$ cat config.mk
export PLATFORM = sky130hd
export DESIGN_NAME = rcs_top
export DESIGN_NICKNAME = d
export VERILOG_FILES = /design/src/inc/rcs_pkg.sv /design/src/verilog/rcs_sync.sv /design/src/verilog/rcs_reset_timer.sv /design/src/verilog/rcs_top.sv
export VERILOG_INCLUDE_DIRS = /design/src /design/src/inc
export SDC_FILE = /design/constraint.sdc
export NUM_CORES = 1
export LEC_CHECK = 0
export BUFFER_PORTS_ARGS = -buffer_cell sky130_fd_sc_hd__buf_2
export CAP_MARGIN = 15
export CORE_MARGIN = 3
export CORE_UTILIZATION = 51
export DETAILED_ROUTE_END_ITERATION = 16
export GPL_TIMING_DRIVEN = 1
export PLACE_DENSITY = 0.74
export SETUP_SLACK_MARGIN = 0.4
export SYNTH_ARGS = -nofsm -noshare
export SYNTH_HDL_FRONTEND = slang
export SYNTH_SLANG_ARGS = --single-unit
$ cat constraint.sdc
create_clock -name i_clk -period 5.2 [get_ports i_clk]
set_clock_uncertainty 0.15 [all_clocks]
set_input_delay 0.52 -clock i_clk [delete_from_list [all_inputs] [get_ports i_clk]]
set_output_delay 0.52 -clock i_clk [all_outputs]
set_load 0.01 [all_outputs]
$ cat src/inc/rcs_params.svh
// Overview of operation
// RULE1: device pulls clock-run low to request clock
// RULE2: clock resource holds it, drives it high
// RULE3: clock-run driven low after reset release; the design drives it low during reset and otherwise only for a clock request
// RULE4: sustained three-state: drive high before float; the design floats it straight from low without driving it high
// RULE5: management interrupt high until causes cleared
// RULE6: sleep request asks controller to sleep
// RULE7: controller acknowledges sleep by pulling low
// RULE8: acknowledge rising means wake indication
// RULE9: slave mode: event pin outputs system events
// RULE10: gate-a20 source priority usb, strap, kbc
// RULE11: cpu reset held 2ms after reset release
// RULE12: cpu reset released on clock edge
// RULE13: cpu init on power-good low, shutdown
// RULE14: cpu init on port92, fast reset, kbc reset
// RULE15: system releases reset after 1ms stable
// RULE16: reset low resets main functions, outputs
// RULE17: standby power-good low resets standby logic
// RULE18: nmi high on pci system error
// RULE19: async resets synchronised before use
`ifndef RCS_PARAMS_SVH
`define RCS_PARAMS_SVH
`define RCS_CLK_PERIOD_PS  5000
`define RCS_CPU_RST_HOLD_NS 2000000
`define RCS_CPU_RST_CYCLES ((`RCS_CPU_RST_HOLD_NS * 1000 + `RCS_CLK_PERIOD_PS - 1) / `RCS_CLK_PERIOD_PS)
`define RCS_ADDR_STATUS    4'h0
`define RCS_ADDR_MASK      4'h1
`define RCS_ADDR_CTRL      4'h2
`define RCS_ADDR_PINS      4'h3
`define RCS_ADDR_SMI_CAUSE 4'h4
`define RCS_IRQ_WAKE       0
`define RCS_IRQ_SLEEP_ACK  1
`define RCS_IRQ_SERR       2
`define RCS_IRQ_SMI        3
`define RCS_CTRL_SLEEP_REQ 0
`define RCS_CTRL_CLKRUN    1
`define RCS_CTRL_SLAVE_PM  2
`define RCS_CTRL_USB_A20   3
`define RCS_CTRL_USB_A20V  4
`define RCS_CTRL_FAST_A20  5
`define RCS_CTRL_FAST_A20V 6
`define RCS_CTRL_FAST_RST  7
`define RCS_CTRL_RESET     8'h00
`endif

$ cat src/inc/rcs_pkg.sv
package rcs_pkg;
	typedef struct packed {
		logic io_trap;
		logic sys_event;
		logic serirq_smi;
		logic acpi_smi;
	} rcs_smi_cause_type;
	typedef struct packed {
		logic [3:0] addr;
		logic [7:0] wdata;
		logic       wr;
		logic       rd;
	} rcs_bus_req_type;
	typedef enum logic [2:0] {
		RCS_RST_HOLD  = 3'b001,
		RCS_RST_COUNT = 3'b010,
		RCS_RST_RUN   = 3'b100
	} rcs_rst_state_type;
endpackage : rcs_pkg

$ cat src/verilog/rcs_sync.sv
`timescale 1ns/100ps
`include "rcs_params.svh"
module rcs_sync (
	// clock
	input  wire logic i_clk,
	// level
	input  wire logic i_async,
	output logic      o_sync
);
	logic stage1_q;
	always_ff @(posedge i_clk) begin
		stage1_q <= i_async;
		o_sync   <= stage1_q;
	end
endmodule : rcs_sync

$ cat src/verilog/rcs_reset_timer.sv
`timescale 1ns/100ps
`include "rcs_params.svh"
module rcs_reset_timer (
	// clock and synced reset level (high = held in reset)
	input  wire logic i_clk,
	input  wire logic i_rst_active,
	// cpu reset out
	output logic      o_cpu_reset
);
	localparam int CW = $clog2(`RCS_CPU_RST_CYCLES + 1);
	localparam logic [CW-1:0] LAST = CW'(`RCS_CPU_RST_CYCLES - 1);
	rcs_pkg::rcs_rst_state_type state_q;
	logic [CW-1:0]              cnt_q;
	always_ff @(posedge i_clk) begin
		if (i_rst_active) begin
			state_q <= rcs_pkg::RCS_RST_HOLD;
			cnt_q   <= '0;
		end else begin
			case (state_q)
				rcs_pkg::RCS_RST_HOLD: begin
					state_q <= rcs_pkg::RCS_RST_COUNT;
					cnt_q   <= '0;
				end
				rcs_pkg::RCS_RST_COUNT: begin
					if (cnt_q == LAST) begin
						state_q <= rcs_pkg::RCS_RST_RUN; // [RULE11]
					end
					cnt_q <= cnt_q + CW'(1);
				end
				rcs_pkg::RCS_RST_RUN: begin
					state_q <= rcs_pkg::RCS_RST_RUN;
				end
				default: begin
					state_q <= rcs_pkg::RCS_RST_HOLD;
				end
			endcase
		end
	end
	// registered so the release lands on a clock edge
	always_ff @(posedge i_clk) begin
		o_cpu_reset <= i_rst_active || (state_q != rcs_pkg::RCS_RST_RUN); // [RULE12]
	end
endmodule : rcs_reset_timer

$ cat src/verilog/rcs_top.sv
`timescale 1ns/100ps
`include "rcs_params.svh"
module rcs_top (
	// clock and reset
	input  wire logic                 i_clk,
	input  wire logic                 i_sys_rst,
	// pins from outside
	input  wire logic                 i_reset_in_n,
	input  wire logic                 i_standby_power_good,
	input  wire logic                 i_power_good,
	input  wire logic                 i_kbc_gate_a20_in,
	input  wire logic                 i_kbc_reset_in_n,
	input  wire logic                 i_suspend_ack_n,
	input  wire logic                 i_clock_run_in,
	input  wire logic                 i_system_event_in,
	// on-chip events
	input  wire logic                 i_pci_serr,
	input  wire logic                 i_shutdown_cycle,
	input  wire logic                 i_port92_reset,
	input  wire logic                 i_fast_reset_snoop,
	input  wire logic                 i_usb_gate_a20,
	input  wire logic                 i_fast_gate_a20_strap,
	input  wire rcs_pkg::rcs_smi_cause_type i_smi_cause,
	// register port
	input  wire rcs_pkg::rcs_bus_req_type   i_bus,
	output logic [7:0]                o_rdata,
	// pins to outside
	output logic                      o_cpu_reset_out,
	output logic                      o_cpu_init_out,
	output logic                      o_pci_bus_reset_out_n,
	output logic                      o_gate_a20_out,
	output logic                      o_nmi_out,
	output logic                      o_mgmt_interrupt_out,
	output logic                      o_sleep_request_n,
	output logic                      o_clock_run_out,
	output logic                      o_clock_run_oe,
	output logic                      o_system_event_out,
	output logic                      o_system_event_oe,
	output logic                      o_ec_pm_event_in,
	output logic                      o_irq
);
	// ****************************************
	// synchronisers
	// ****************************************
	logic rst_n_s, spg_s, pg_s, kbga_s, kbc_reset_in_n_n_s, susp_n_s, ckr_s, evt_s;
	logic [7:0] async_in;
	logic [7:0] sync_out;
	assign async_in = {i_reset_in_n, i_standby_power_good, i_power_good, i_kbc_gate_a20_in,
		i_kbc_reset_in_n, i_suspend_ack_n, i_clock_run_in, i_system_event_in};
	generate
		for (genvar g = 0; g < 8; g++) begin : g_sync
			rcs_sync u_sync (
				.i_clk   (i_clk),
				.i_async (async_in[g]),
				.o_sync  (sync_out[g])
			); // [RULE19]
		end
	endgenerate
	assign {rst_n_s, spg_s, pg_s, kbga_s, kbc_reset_in_n_n_s, susp_n_s, ckr_s, evt_s} = sync_out;

	// main-supply logic resets on either the system reset or the reset pin
	logic main_rst;
	logic sb_rst;
	assign main_rst = i_sys_rst || !rst_n_s; // [RULE16]
	assign sb_rst   = i_sys_rst || !spg_s;   // [RULE17]

	// ****************************************
	// cpu reset timing
	// ****************************************
	logic cpu_reset;
	rcs_reset_timer u_timer (
		.i_clk        (i_clk),
		.i_rst_active (main_rst),
		.o_cpu_reset  (cpu_reset)
	);
	always_ff @(posedge i_clk) begin
		o_cpu_reset_out       <= cpu_reset;      // [RULE11] [RULE12]
		o_pci_bus_reset_out_n <= !main_rst;      // [RULE16]
	end

	// ****************************************
	// registers
	// ****************************************
	logic [7:0] ctrl_q;
	logic [3:0] status_q;
	logic [3:0] mask_q;
	logic [3:0] ev;
	logic       susp_n_d1_q;
	logic       smi_any;
	assign smi_any = |i_smi_cause;
	always_ff @(posedge i_clk) begin
		if (sb_rst) begin
			susp_n_d1_q <= 1'b1;
		end else begin
			susp_n_d1_q <= susp_n_s;
		end
	end
	always_comb begin
		ev = 4'h0;
		ev[`RCS_IRQ_WAKE]      = susp_n_s && !susp_n_d1_q;  // [RULE8]
		ev[`RCS_IRQ_SLEEP_ACK] = !susp_n_s && susp_n_d1_q;  // [RULE7]
		ev[`RCS_IRQ_SERR]      = i_pci_serr;
		ev[`RCS_IRQ_SMI]       = smi_any;
	end
	always_ff @(posedge i_clk) begin
		if (sb_rst) begin
			ctrl_q <= `RCS_CTRL_RESET;
		end else if (i_bus.wr && i_bus.addr == `RCS_ADDR_CTRL) begin
			ctrl_q <= i_bus.wdata;
		end
	end
	always_ff @(posedge i_clk) begin
		if (sb_rst) begin
			mask_q <= 4'h0;
		end else if (i_bus.wr && i_bus.addr == `RCS_ADDR_MASK) begin
			mask_q <= i_bus.wdata[3:0];
		end
	end
	// set wins over the write-one clear
	always_ff @(posedge i_clk) begin
		if (sb_rst) begin
			status_q <= 4'h0;
		end else if (i_bus.wr && i_bus.addr == `RCS_ADDR_STATUS) begin
			status_q <= (status_q & ~i_bus.wdata[3:0]) | ev;
		end else begin
			status_q <= status_q | ev;
		end
	end
	always_ff @(posedge i_clk) begin
		if (i_sys_rst) begin
			o_rdata <= 8'h00;
		end else if (i_bus.rd) begin
			case (i_bus.addr)
				`RCS_ADDR_STATUS:    o_rdata <= {4'h0, status_q};
				`RCS_ADDR_MASK:      o_rdata <= {4'h0, mask_q};
				`RCS_ADDR_CTRL:      o_rdata <= ctrl_q;
				`RCS_ADDR_PINS:      o_rdata <= {pg_s, spg_s, rst_n_s, susp_n_s,
					ckr_s, evt_s, kbga_s, kbc_reset_in_n_n_s};
				`RCS_ADDR_SMI_CAUSE: o_rdata <= {4'h0, i_smi_cause};
				default:             o_rdata <= 8'h00;
			endcase
		end else begin
			o_rdata <= 8'h00;
		end
	end
	always_ff @(posedge i_clk) begin
		o_irq <= |(status_q & mask_q);
	end

	// ****************************************
	// cpu sideband
	// ****************************************
	logic fast_rst_en;
	assign fast_rst_en = ctrl_q[`RCS_CTRL_FAST_RST];
	always_ff @(posedge i_clk) begin
		if (main_rst) begin
			o_cpu_init_out <= 1'b1; // [RULE16]
		end else begin
			o_cpu_init_out <= !pg_s || i_shutdown_cycle              // [RULE13]
				|| i_port92_reset                                // [RULE14]
				|| (fast_rst_en && i_fast_reset_snoop)
				|| (!fast_rst_en && !kbc_reset_in_n_n_s);
		end
	end
	always_ff @(posedge i_clk) begin
		if (main_rst) begin
			o_gate_a20_out <= 1'b1;
		end else if (ctrl_q[`RCS_CTRL_USB_A20]) begin
			o_gate_a20_out <= i_usb_gate_a20;                  // [RULE10]
		end else if (ctrl_q[`RCS_CTRL_FAST_A20] || i_fast_gate_a20_strap) begin
			o_gate_a20_out <= ctrl_q[`RCS_CTRL_FAST_A20V];     // [RULE10]
		end else begin
			o_gate_a20_out <= kbga_s;                          // [RULE10]
		end
	end
	always_ff @(posedge i_clk) begin
		if (main_rst) begin
			o_nmi_out <= 1'b0;
		end else begin
			o_nmi_out <= i_pci_serr || status_q[`RCS_IRQ_SERR]; // [RULE18]
		end
	end
	// stays high while any cause is still pending in its source
	always_ff @(posedge i_clk) begin
		if (sb_rst) begin
			o_mgmt_interrupt_out <= 1'b0;
		end else begin
			o_mgmt_interrupt_out <= smi_any; // [RULE5]
		end
	end

	// ****************************************
	// power management pins
	// ****************************************
	always_ff @(posedge i_clk) begin
		if (sb_rst) begin
			o_sleep_request_n <= 1'b1;
		end else begin
			o_sleep_request_n <= !ctrl_q[`RCS_CTRL_SLEEP_REQ]; // [RULE6]
		end
	end
	always_ff @(posedge i_clk) begin
		if (sb_rst) begin
			o_system_event_out <= 1'b0;
			o_system_event_oe  <= 1'b0;
			o_ec_pm_event_in   <= 1'b0;
		end else begin
			o_system_event_oe  <= ctrl_q[`RCS_CTRL_SLAVE_PM];        // [RULE9]
			o_system_event_out <= |status_q;                         // [RULE9]
			o_ec_pm_event_in   <= !ctrl_q[`RCS_CTRL_SLAVE_PM] && evt_s;
		end
	end
	// clock-run: low during reset; a request pulls it low once, then the
	// clock resource keeps it; we never drive it high ourselves
	logic ckr_req_d1_q;
	always_ff @(posedge i_clk) begin
		if (main_rst) begin
			o_clock_run_out <= 1'b0;
			o_clock_run_oe  <= 1'b1;  // [RULE3]
			ckr_req_d1_q    <= 1'b0;
		end else begin
			ckr_req_d1_q    <= ctrl_q[`RCS_CTRL_CLKRUN];
			o_clock_run_out <= 1'b0;  // [RULE1] [RULE4]
			o_clock_run_oe  <= (ctrl_q[`RCS_CTRL_CLKRUN] && ckr_s && !ckr_req_d1_q)
				|| (o_clock_run_oe && !ckr_req_d1_q && ckr_s && ctrl_q[`RCS_CTRL_CLKRUN]); // [RULE2]
		end
	end
endmodule : rcs_top

# ---- Word level (Yosys, flattened, before mapping)
# Index checks and enable logic that the tools add are counted.
dict set report op_classes {
  bitwise 6
  n_addsub 1
  n_mux 7
  reduce_logical 40
  n_eq_ne 10
}
# operator n
set ops {}
lappend ops {{case mux 8 bit (5 select lines)} 1}
lappend ops {{case mux 19 bit (2 select lines)} 1}
lappend ops {{adder 19 x 1 -> 19 bit, second input constant} 1}
lappend ops {{== test 19 bit, second input constant} 1}
lappend ops {{logical AND 1 bit} 13}
lappend ops {{OR reduction 4 bit} 3}
lappend ops {{zero test 1 bit} 11}
lappend ops {{logical OR 1 bit} 10}
lappend ops {{case mux 3 bit (3 select lines)} 1}
lappend ops {{bitwise AND 4 bit} 2}
lappend ops {{== test 4 x 2 -> 1 bit, second input constant} 2}
lappend ops {{OR 4 bit} 2}
lappend ops {{== test 4 x 1 -> 1 bit, second input constant} 1}
lappend ops {{== test 4 x 3 -> 1 bit, second input constant} 1}
lappend ops {{zero test 4 bit} 1}
lappend ops {{2-to-1 mux 4 bit} 1}
lappend ops {{inverter 4 bit} 1}
lappend ops {{== test 3 x 1 -> 1 bit, second input constant} 1}
lappend ops {{== test 3 x 2 -> 1 bit, second input constant} 1}
lappend ops {{== test 3 bit, second input constant} 1}
lappend ops {{2-to-1 mux 3 bit} 1}
lappend ops {{inequality test 3 bit, second input constant} 1}
lappend ops {{2-to-1 mux 1 bit} 2}
lappend ops {{inequality test 2 x 1 -> 1 bit, second input constant} 1}
lappend ops {{other kinds (3)} 3}
dict set report word_totals {
  inputBits 34
  elab_cells 101
  out_inout_bits 21
  regBits 77
}

# ---- Depth between registers and ports, before layout
# Gate-level depths: netlist of the first run.
dict set report logic_depth {
  word_depth 5
  ltp_mapped 6
  ltp_nobuf 5
}

# ---- Cells and area by module
# Synthesis of the first run repeated with hierarchy kept, for this count alone.
dict set report unflattened {
  hier_cells 322
  area_unflattened_um2 3100.5
}
# mod area_per_inst_um2 seq_area_each_um2 n_inst cells_each
set by_module_without_submodules {}
lappend by_module_without_submodules {rcs_top 1554.0 760.7 1 169}
lappend by_module_without_submodules {rcs_reset_timer 1226.2 460.4 1 137}
lappend by_module_without_submodules {rcs_sync 40.0 40.0 8 2}

# ---- Worst setup path after synthesis of the first run
# Ideal clock, no wire load.
dict set report synth_path {
  path_type {flip-flop to flip-flop}
  startpoint {register u_timer.state_q[1]}
  endpoint {register u_timer.cnt_q[16]}
  required_time_ps 4921
  setup_time_ps 129
  path_slack_ps 3203
  n_path_buf 1
  t_arrival_ps 1718
  path_stages_with_launch 6
  period_less_slack_ps 1997
  cell_sequence {dfxtp_1 > or3b_1 > buf_6 > or4_4 > o2111ai_2 > o41ai_2}
}
dict set report synth_between {
  elab_chain_len 2
  elab_cells_between_ends 4
  cone_classes {2 x eq/ne; 1 x mux; 1 x reduce/logical}
}
# item line_no
set synth_rtl {}
lappend synth_rtl {{from (decl)} rcs_reset_timer.sv:12} ;# rcs_pkg::rcs_rst_state_type state_q;
lappend synth_rtl {{from (signal assigned)} rcs_reset_timer.sv:16} ;# state_q <= rcs_pkg::RCS_RST_HOLD;
lappend synth_rtl {{from (signal assigned)} rcs_reset_timer.sv:21} ;# state_q <= rcs_pkg::RCS_RST_COUNT;
lappend synth_rtl {{from (signal assigned)} rcs_reset_timer.sv:26} ;# state_q <= rcs_pkg::RCS_RST_RUN;
lappend synth_rtl {{== test 3 x 2 -> 1 bit / == test 3 x 1 -> 1 bit (equally long branches)} rcs_reset_timer.sv:19} ;# case (state_q)
lappend synth_rtl {{case mux 19 bit (2 select lines) / nonzero test 2 bit (equally long branches)} --}
lappend synth_rtl {{to (signal assigned)} rcs_reset_timer.sv:28} ;# cnt_q <= cnt_q + CW'(1);
lappend synth_rtl {{to (decl)} rcs_reset_timer.sv:13} ;# logic [CW-1:0] cnt_q;
# Several ways; a longest one is shown, not always the timed one.
# A chain may end at the register's enable or synchronous reset.

# ---- Final worst setup path of the first run
# Same ends and word-level chain as after synthesis.

==> results of run 1 <==
power groups by stage:
stage / clock network (mW) / registers [mW] / logic, mW
after detailed placement: 0 / 0.624 / 0.0620
final: 0.390 / 0.610 / 0.0624
after floorplan: 0 / 0.623 / 0.0368
after CTS: 0.403 / 0.610 / 0.0622
after global routing: 0.431 / 0.612 / 0.0691
after global placement: 0 / 0.623 / 0.0615
worst min-delay path by stage:
| stage | start | end | slack [ns] | cells after the start |
|---|---|---|---|---|
| CTS | i_kbc_reset_in_n | g_sync[3].u_sync.stage1_q | 0.11 | 1 |
| detailed placement | g_sync[4].u_sync.stage1_q | g_sync[4].u_sync.o_sync | 0.17 | 0 |
| floorplan | g_sync[0].u_sync.stage1_q | g_sync[0].u_sync.o_sync | 0.16 | 0 |
| global placement | g_sync[5].u_sync.stage1_q | g_sync[5].u_sync.o_sync | 0.16 | 0 |
| global route | i_kbc_reset_in_n | g_sync[3].u_sync.stage1_q | 0.09 | 1 |
| finish | i_standby_power_good | g_sync[6].u_sync.stage1_q | 0.13 | 1 |
cell families (layout without fill, tap and decap cells):
| logic type | Yosys count | count (layout) |
|---|---|---|
| flip-flops | 77 | 77 |
| AND/OR/NAND/NOR | 123 | 123 |
| buffers and inverters | 18 | 72 |
| other | 1 | 1 |
| XOR/XNOR | 1 | 1 |
| multiplexers | 27 | 27 |
| AO/OA/AOI/OAI | 42 | 42 |
| adder cells (fa/ha/maj) | 1 | 1 |
worst max-delay path: cells and delay by family, from the launching register on:
| family | cells | cell delay, ns |
|---|---|---|
| AOI/OAI and AO/OA | 2 | 0.31 |
| and+or+nand+nor | 2 | 1.28 |
| DFF | 1 | 0.40 |
through the flow:
step	utilization (%)	instances	hold WS, ns
finish	63.6	414	0.127
global route	63.6	414	0.0946
CTS	63.6	414	0.109
detailed placement	60.4	398	0.166
global placement	60.4	398	0.161
floorplan	-	290	0.160
flip-flops by register name, indices dropped and copies added, names as in the netlist, 3 cells and up:
signal	flops
ctrl_q	8
g_sync.u_sync.o_sync	8
g_sync.u_sync.stage1_q	8
mask_q	4
o_rdata	8
status_q	4
u_timer.cnt_q	19
u_timer.state_q	3
per-layer routing:
| metal | track usage (%) | part of all wire [%] | wire (µm) | vias up |
|---|---|---|---|---|
| met1 | 27.7 | 50 | 2970 | 1067 |
| met2 | 28.9 | 42 | 2520 | 72 |
| met3 | 5.92 | 6.8 | 409 | 9 |
| met5 | 0 | 0 | 0 | - |
| met4 | 6.48 | 1.3 | 77 | 0 |
| li1 | - | - | - | 1140 |
layout make-up:
class / instances / area [µm²] / share of cell area, %
Clock buffer: 9 / 124 / 3.67
Clock inverter: 7 / 50.0 / 1.48
Tap cell: 70 / 87.6 / 2.60
Multi-Input combinational cell: 195 / 1290 / 38.4
Inverter: 3 / 11.3 / 0.334
Sequential cell: 77 / 1540 / 45.7
Timing Repair Buffer: 53 / 265 / 7.86
cell usage in the layout, fill, tap and decap left out, types with 2 or more instances in the layout:
master      count
dfxtp_1        77
buf_2          53
nor2_1         44
mux2i_1        20
nand2_1        15
a21oi_1        15
nand3_1        12
nand4_1        11
clkbuf_8        9
nand2b_1        7
a22oi_1         7
o21ai_0         6
nor4_1          5
mux4_2          4
inv_1           3
and2_1          3
nand4b_1        3
or4_1           3
nor2b_1         3
mux2_2          3
clkinvlp_4      3
o211ai_1        2
nor3b_1         2
a31o_2          2
nor3_1          2
and3_1          2
nor4b_1         2
a31oi_1         2
o311ai_0        2
clkinv_2        2
==> results.tsv, run 1 <==
stage	metric	value	unit
power_and_ir_drop	Sw Ratio	24.5	%
setup_path	Crit path largest cell delay	0.66	ns
timing	final hold vios	0	
cts	CTS buffer count	9	
grt	largest net degree at the start of global routing	21	
yosys	Synth Area in Adders	0.429	%
yosys	EDFF count, synth	0	
yosys	register area share after synthesis	52.9	%
placed_design	Area after DPL	3200	µm²
die	Die ar.	6660	µm²
yosys	compound-cell area share of the yosys netlist	9.82	%
setup_path	worst reg-to-reg path cell count	4	
timing	setup_tns	0	ns
power_and_ir_drop	clock share of power	36.7	%
cts	Clock Tree Root	clkbuf_8	
power_and_ir_drop	PwrDens	315	nW/µm²
grt	vias in the first global route	2118	
finish	n_diodes	0	
timing	Worst Tran Pin Value	0.833	ns
placed_design	post-DP HPWL	4290	µm
grt	GRT Overall Usage	19.7	%
yosys	most frequent cell after synthesis	dfxtp_1	
placed_design	Post-Place Worst Slack	2.70	ns
cts	Post-CTS Resized	0	
yosys	Commonest cells post-synth	77 x dfxtp_1, 44 x nor2_1, 20 x mux2i_1	
timing	setup ws final	2.91	ns
routing	number of routed nets with antenna violations	0	
yosys	syn avg cell area	10.1	µm²
routing	drt pass-1 iters	4	
timing	final cycle utilization of the critical path	44.0	%
timing	Slew headroom	44.4	%
routing	Vias/cell	5.53	
die	IO Count	55	
setup_path	Crit-path slowest cell	or4_4	
power_and_ir_drop	Switch Pwr	260	µW
yosys	syn_nets	325	
setup_path	Worst Setup End Kind	flop	
yosys	warning count from the yosys run	0	
yosys	Async S/R FF share, synth	0	%
die	Die X	81.6	µm
cts	CTS tree	yes	
cts	clk_lat worst skew	0.34	ns
placed_design	Buffers on Ports	53	
run_status	status	finished clean	
finish	layout cell share with drive strength beyond 1	25.0	%
cts	setup repair bufs after CTS	0	
yosys	cell taking the most area after synthesis	dfxtp_1	
finish	area delta synth->final	15.7	%
power_and_ir_drop	VDD IR-drop max	216	µV
yosys	synthesis-stage register bit count	77	
power_and_ir_drop	sequential fraction of design power	57.4	%
setup_path	Setup crit end	u_timer.cnt_q[16]	
yosys	Cell Area, Synth	2920	µm²
power_and_ir_drop	internal power	802	µW
setup_path	Worst setup SP type	flop	
timing	shortest clock period the worst path allows after layout	2.29	ns
setup_path	Worst Path Max Fanout	16	
die	Rows	26	
routing	via count	2288	
finish	NumNets Final	374	
die	Core ar.	5300	µm²
finish	fillers	461	
grt	antenna violations before repair	0	
yosys	main flop type after synthesis	dfxtp_1	
power_and_ir_drop	Leak	1.39	nW
job	MaxCap Viol Count	0	
setup_path	CP Class	flop to flop	
setup_path	Critical Path RT	5.25	ns
cts	CTS max path bufs	2	
timing	Final Slew Violations	0	
cts	Clk pin slew, worst setup/hold paths	0.08	ns
timing	RSZ-0062 raised after global routing	no	
setup_path	Worst R2R Setup Slack	2.91	ns
placed_design	RePlAce Congestion	0.802	
setup_path	crit path cell chain	or3b_1, or4_4, o2111ai_2, o41ai_2	
grt	grt total ovfl	0	
setup_path	R2R Path End	u_timer.cnt_q[16]	
setup_path	Worst Path Arrival	2.34	ns
yosys	Post-Synth XOR/XNOR Area	0.300	%
yosys	Cells after Synth	290	
setup_path	Worst R2R Start	u_timer.state_q[1]	
routing	DRC Markers	0	
yosys	largest family of logic cells by synthesized area	simple AND/OR/NAND/NOR gates	
cts	cts hold-fix bufs	0	
yosys	simple-gate share of the synthesized area	22.6	%
routing	DRT iter0 DRCs	166	
yosys	top area cells in the synthesized netlist	dfxtp_1 53%, mux2i_1 6.9%, nor2_1 5.7%, mux4_2 3.1%, a21oi_1 2.6%	
worst_hold_path	worst hold path class	primary input to flop	
die	Starting Density	55.0	%
yosys	mux contribution to synthesized area	11.1	%
routing	final wirelength	5980	µm
routing	DR WL/cell	14.4	µm
yosys	Netlist cell types	49	
power_and_ir_drop	Pwr Total	1.06	mW
power_and_ir_drop	Logic pwr share	5.9	%
finish	fin area	3370	µm²
cts	clk sinks	77	
timing	setup violators final	0	
grt	first-pass GRT wire length	9920	µm
setup_path	crit path from	u_timer.state_q[1]	
yosys	area share of the largest cell type after synthesis	52.9	%
timing	FMAX	0.438	GHz
cts	Clock H-tree levels	3	
die	die height	81.6	µm
Note: power is estimated with default switching activity, not from simulation.
==> run 2, diff against run 1 <==
--- a/config.mk
+++ b/config.mk
@@ -6,10 +6,11 @@
 export SDC_FILE = /design/constraint.sdc
 export NUM_CORES = 1
 export LEC_CHECK = 0
+export ABC_AREA = 1
 export BUFFER_PORTS_ARGS = -buffer_cell sky130_fd_sc_hd__buf_2
 export CAP_MARGIN = 15
 export CORE_MARGIN = 3
-export CORE_UTILIZATION = 51
+export CORE_UTILIZATION = 49
 export DETAILED_ROUTE_END_ITERATION = 16
 export GPL_TIMING_DRIVEN = 1
 export PLACE_DENSITY = 0.74
==> constraint.sdc (replaced) <==
create_clock -name i_clk -period 1.84 [get_ports i_clk]
set_clock_uncertainty 0.15 [all_clocks]
set_input_delay 0.184 -clock i_clk [delete_from_list [all_inputs] [get_ports i_clk]]
set_output_delay 0.184 -clock i_clk [all_outputs]
set_load 0.01 [all_outputs]
==> results.tsv, run 2 <==
stage	metric	value	unit	change
yosys	warning count from the yosys run	0		unchanged
routing	via count	2984		was 2288
routing	DR WL/cell	13.3	µm	was 14.4 µm
setup_path	Worst setup SP type	flop		unchanged
die	Die X	85.1	µm	was 81.6 µm
yosys	EDFF count, synth	0		unchanged
grt	GRT met3 Usage	4.66	%	was 5.92%
grt	largest net degree at the start of global routing	21		unchanged
routing	DRT iter0 DRCs	200		was 166
setup_path	Worst Setup End Kind	flop		unchanged
yosys	synthesis-stage register bit count	77		unchanged
finish	n_diodes	0		unchanged
timing	final cycle utilization of the critical path	79.7	%	was 44.0%
yosys	Async S/R FF share, synth	0	%	unchanged
finish	max reg flops	19		unchanged
yosys	Cell Area, Synth	3060	µm²	was 2920 µm²
timing	Final Slew Violations	0		unchanged
yosys	Commonest cells post-synth	107 x nand2_1, 77 x dfxtp_1, 52 x inv_1		was 77 x dfxtp_1, 44 x nor2_1, 20 x mux2i_1
finish	NumNets Final	549		was 374
setup_path	CP Class	flop to flop		unchanged
cts	clk sinks	77		unchanged
yosys	area share of the largest cell type after synthesis	50.3	%	was 52.9%
timing	Min Hold Slack	-0.000528	ns	was 0.127 ns
yosys	top area cells in the synthesized netlist	dfxtp_1 50%, nand2_1 13%, inv_1 6.4%, a21oi_1 5.7%, nor2_1 5.6%		was dfxtp_1 53%, mux2i_1 6.9%, nor2_1 5.7%, mux4_2 3.1%, a21oi_1 2.6%
run_status	failing checks	hold timing		
cts	Clock Tree Root	clkbuf_8		unchanged
finish	Cell Count, Final, Fillers Out	594		was 414
run_status	status	complete, but fails checks		was finished clean
finish	Largest Register	u_timer.cnt_q		unchanged
finish	layout cell share with drive strength beyond 1	26.6	%	was 25.0%
finish	area delta synth->final	36.3	%	was 15.7%
cts	CTS tree	yes		unchanged
power_and_ir_drop	VDD IR-drop max	601	µV	was 216 µV
routing	number of routed nets with antenna violations	0		unchanged
grt	grt total ovfl	0		unchanged
die	Core ar.	5990	µm²	was 5300 µm²
yosys	most frequent cell after synthesis	nand2_1		was dfxtp_1
die	IO Count	55		unchanged
placed_design	RePlAce Congestion	0.862		was 0.802
timing	setup_tns	0	ns	unchanged
grt	GRT Overall Usage	21.7	%	was 19.7%
yosys	Cells after Synth	415		was 290
yosys	main flop type after synthesis	dfxtp_1		unchanged
die	Starting Density	51.1	%	was 55.0%
yosys	Netlist cell types	30		was 49
power_and_ir_drop	Leak	1.76	nW	was 1.39 nW
finish	commonest non-fill, non-tap cells in the layout	102 x nand2_1, 68 x dfxtp_1, 53 x buf_2, 50 x inv_1, 37 x nor2_1		was 77 x dfxtp_1, 53 x buf_2, 44 x nor2_1, 20 x mux2i_1
cts	CTS buffer count	9		unchanged
cts	Clk pin slew, worst setup/hold paths	0.08	ns	about the same
grt	first-pass GRT wire length	12600	µm	was 9920 µm
routing	Vias/cell	5.02		was 5.53
yosys	syn avg cell area	7.38	µm²	was 10.1 µm²
setup_path	Worst Path Arrival	1.60	ns	was 2.34 ns
cts	Clock H-tree levels	3		unchanged
finish	commonest non-fill, non-tap cell in the layout	nand2_1		was dfxtp_1
yosys	syn_nets	450		was 325
die	Rows	28		was 26
cts	clk_lat worst skew	0.34	ns	about the same
timing	setup violators final	0		unchanged
grt	grt met1 use	28.3	%	was 27.7%
setup_path	Critical Path RT	1.97	ns	was 5.25 ns
timing	RSZ-0062 raised after global routing	yes		was no
grt	M2 GR Usage	34.8	%	was 28.9%
grt	gr busiest metal	met2		unchanged
worst_hold_path	worst hold path class	primary input to flop		unchanged
die	die height	85.1	µm	was 81.6 µm
routing	drt pass-1 iters	4		unchanged
placed_design	Buffers on Ports	53		unchanged
yosys	register area share after synthesis	50.3	%	was 52.9%
power_and_ir_drop	PwrDens	824	nW/µm²	was 315 nW/µm²
job	MaxCap Viol Count	0		unchanged
placed_design	post-DP HPWL	4920	µm	was 4290 µm
routing	final wirelength	7920	µm	was 5980 µm
timing	final hold vios	1		was 0
timing	shortest clock period the worst path allows after layout	1.47	ns	was 2.29 ns
grt	vias in the first global route	2816		was 2118
yosys	cell taking the most area after synthesis	dfxtp_1		unchanged
setup_path	Worst Path Max Fanout	4		was 16
cts	CTS max path bufs	2		unchanged
routing	DRC Markers	0		unchanged
timing	FMAX	0.682	GHz	was 0.438 GHz
die	Die ar.	7240	µm²	was 6660 µm²
grt	antenna violations before repair	0		unchanged
placed_design	cell count after placement	539		was 398
power_and_ir_drop	Pwr Total	3.44	mW	was 1.06 mW
## run 2: cell count changes in the layout (fill, tap and decap cells not counted), sizes merged, moves of 14 or more
cell / before / now
nand2: 15 / 111
inv: 4 / 55
mux2i: 20 / 0
o21ai: 6 / 20
dlygate4sd3: 0 / 24
nand3: 12 / 33
buf: 53 / 72
a21oi: 15 / 35
## run 2: cell type report
cell class                 count  area, µm²
clock inverter                 5       81.3
inverter                      54        205
multi-input combinational    276       1430
clock buffer                  11        151
sequential                    77       1560
tap                           75       93.8
timing repair buffer          96        656
fill                         471       1820
## run 2: critical path, stage by stage (launching register included)
cell and delay (ns):
dfxtp_2 0.37, ha_4 0.15, nand2_4 0.06, nor2_4 0.13, nand2_4 0.11, nor2_4 0.12
nand2_2 0.08, o21ai_2 0.07, nand2_1 0.08, nor2_1 0.08
## run 2: per-layer routing
layer / wire length [µm] / vias to the layer above
met2: 3780 / 102
met3: 508 / 17
met4: 162 / 0
met1: 3460 / 1348
li1: - / 1517
met5: 0 / -
## run 2: kinds of logic (layout without fill, tap and decap cells)
family | count (synthesis) | after routing | share of synthesized area (%)
other | 1 | 1 | 0.122
AO/OA/AOI/OAI | 61 | 61 | 10.5
adder cells (fa/ha/maj) | 1 | 1 | 0.408
AND/OR/NAND/NOR | 213 | 213 | 30.4
flip-flops | 77 | 77 | 50.3
buffers and inverters | 62 | 166 | 8.25
## run 2: what timing repair did
| item | in CTS | in global routing |
|---|---|---|
| hold endpoints to repair | 22 | 0 |
| buffers inserted | 9 | 6 |
| resized for setup | 21 | 35 |
| gates cloned | 0 | 0 |
| pin swaps | 5 | 19 |
| endpoints found under the setup margin | 21 | 20 |
| hold buffers | 24 | 0 |
## run 2: worst paths after layout
| kind | end | depth (start not counted) | slack [ns] | startpoint |
|---|---|---|---|---|
| worst max register to register | u_timer.cnt_q[10] | 9 | 0.37 | u_timer.cnt_q[1] |
| worst max-delay path | u_timer.cnt_q[10] | 9 | 0.37 | u_timer.cnt_q[1] |
| worst min-delay path | o_sleep_request_n | 3 | -0.0005 | i_sys_rst |
| worst min register to register | o_cpu_reset_out | 0 | 0.18 | u_timer.o_cpu_reset |
## run 2: report_power, final
group	switching [mW]	internal, mW	leakage [nW]
combinational	0.137	0.120	1.01
sequential	0.0188	1.70	0.634
clock	0.620	0.841	0.116
total	0.775	2.66	1.76
## run 2: per-stage QoR
stage	utilization, %	setup WS, ns	cell area [µm²]
6_report	69.7	0.374	4180
5_1_grt	69.7	0.278	4180
4_1_cts	66.9	0.395	4010
3_5_place_dp	56.8	0.243	3400
3_3_place_gp	56.8	0.309	3400
2_1_floorplan	-	0.432	3060
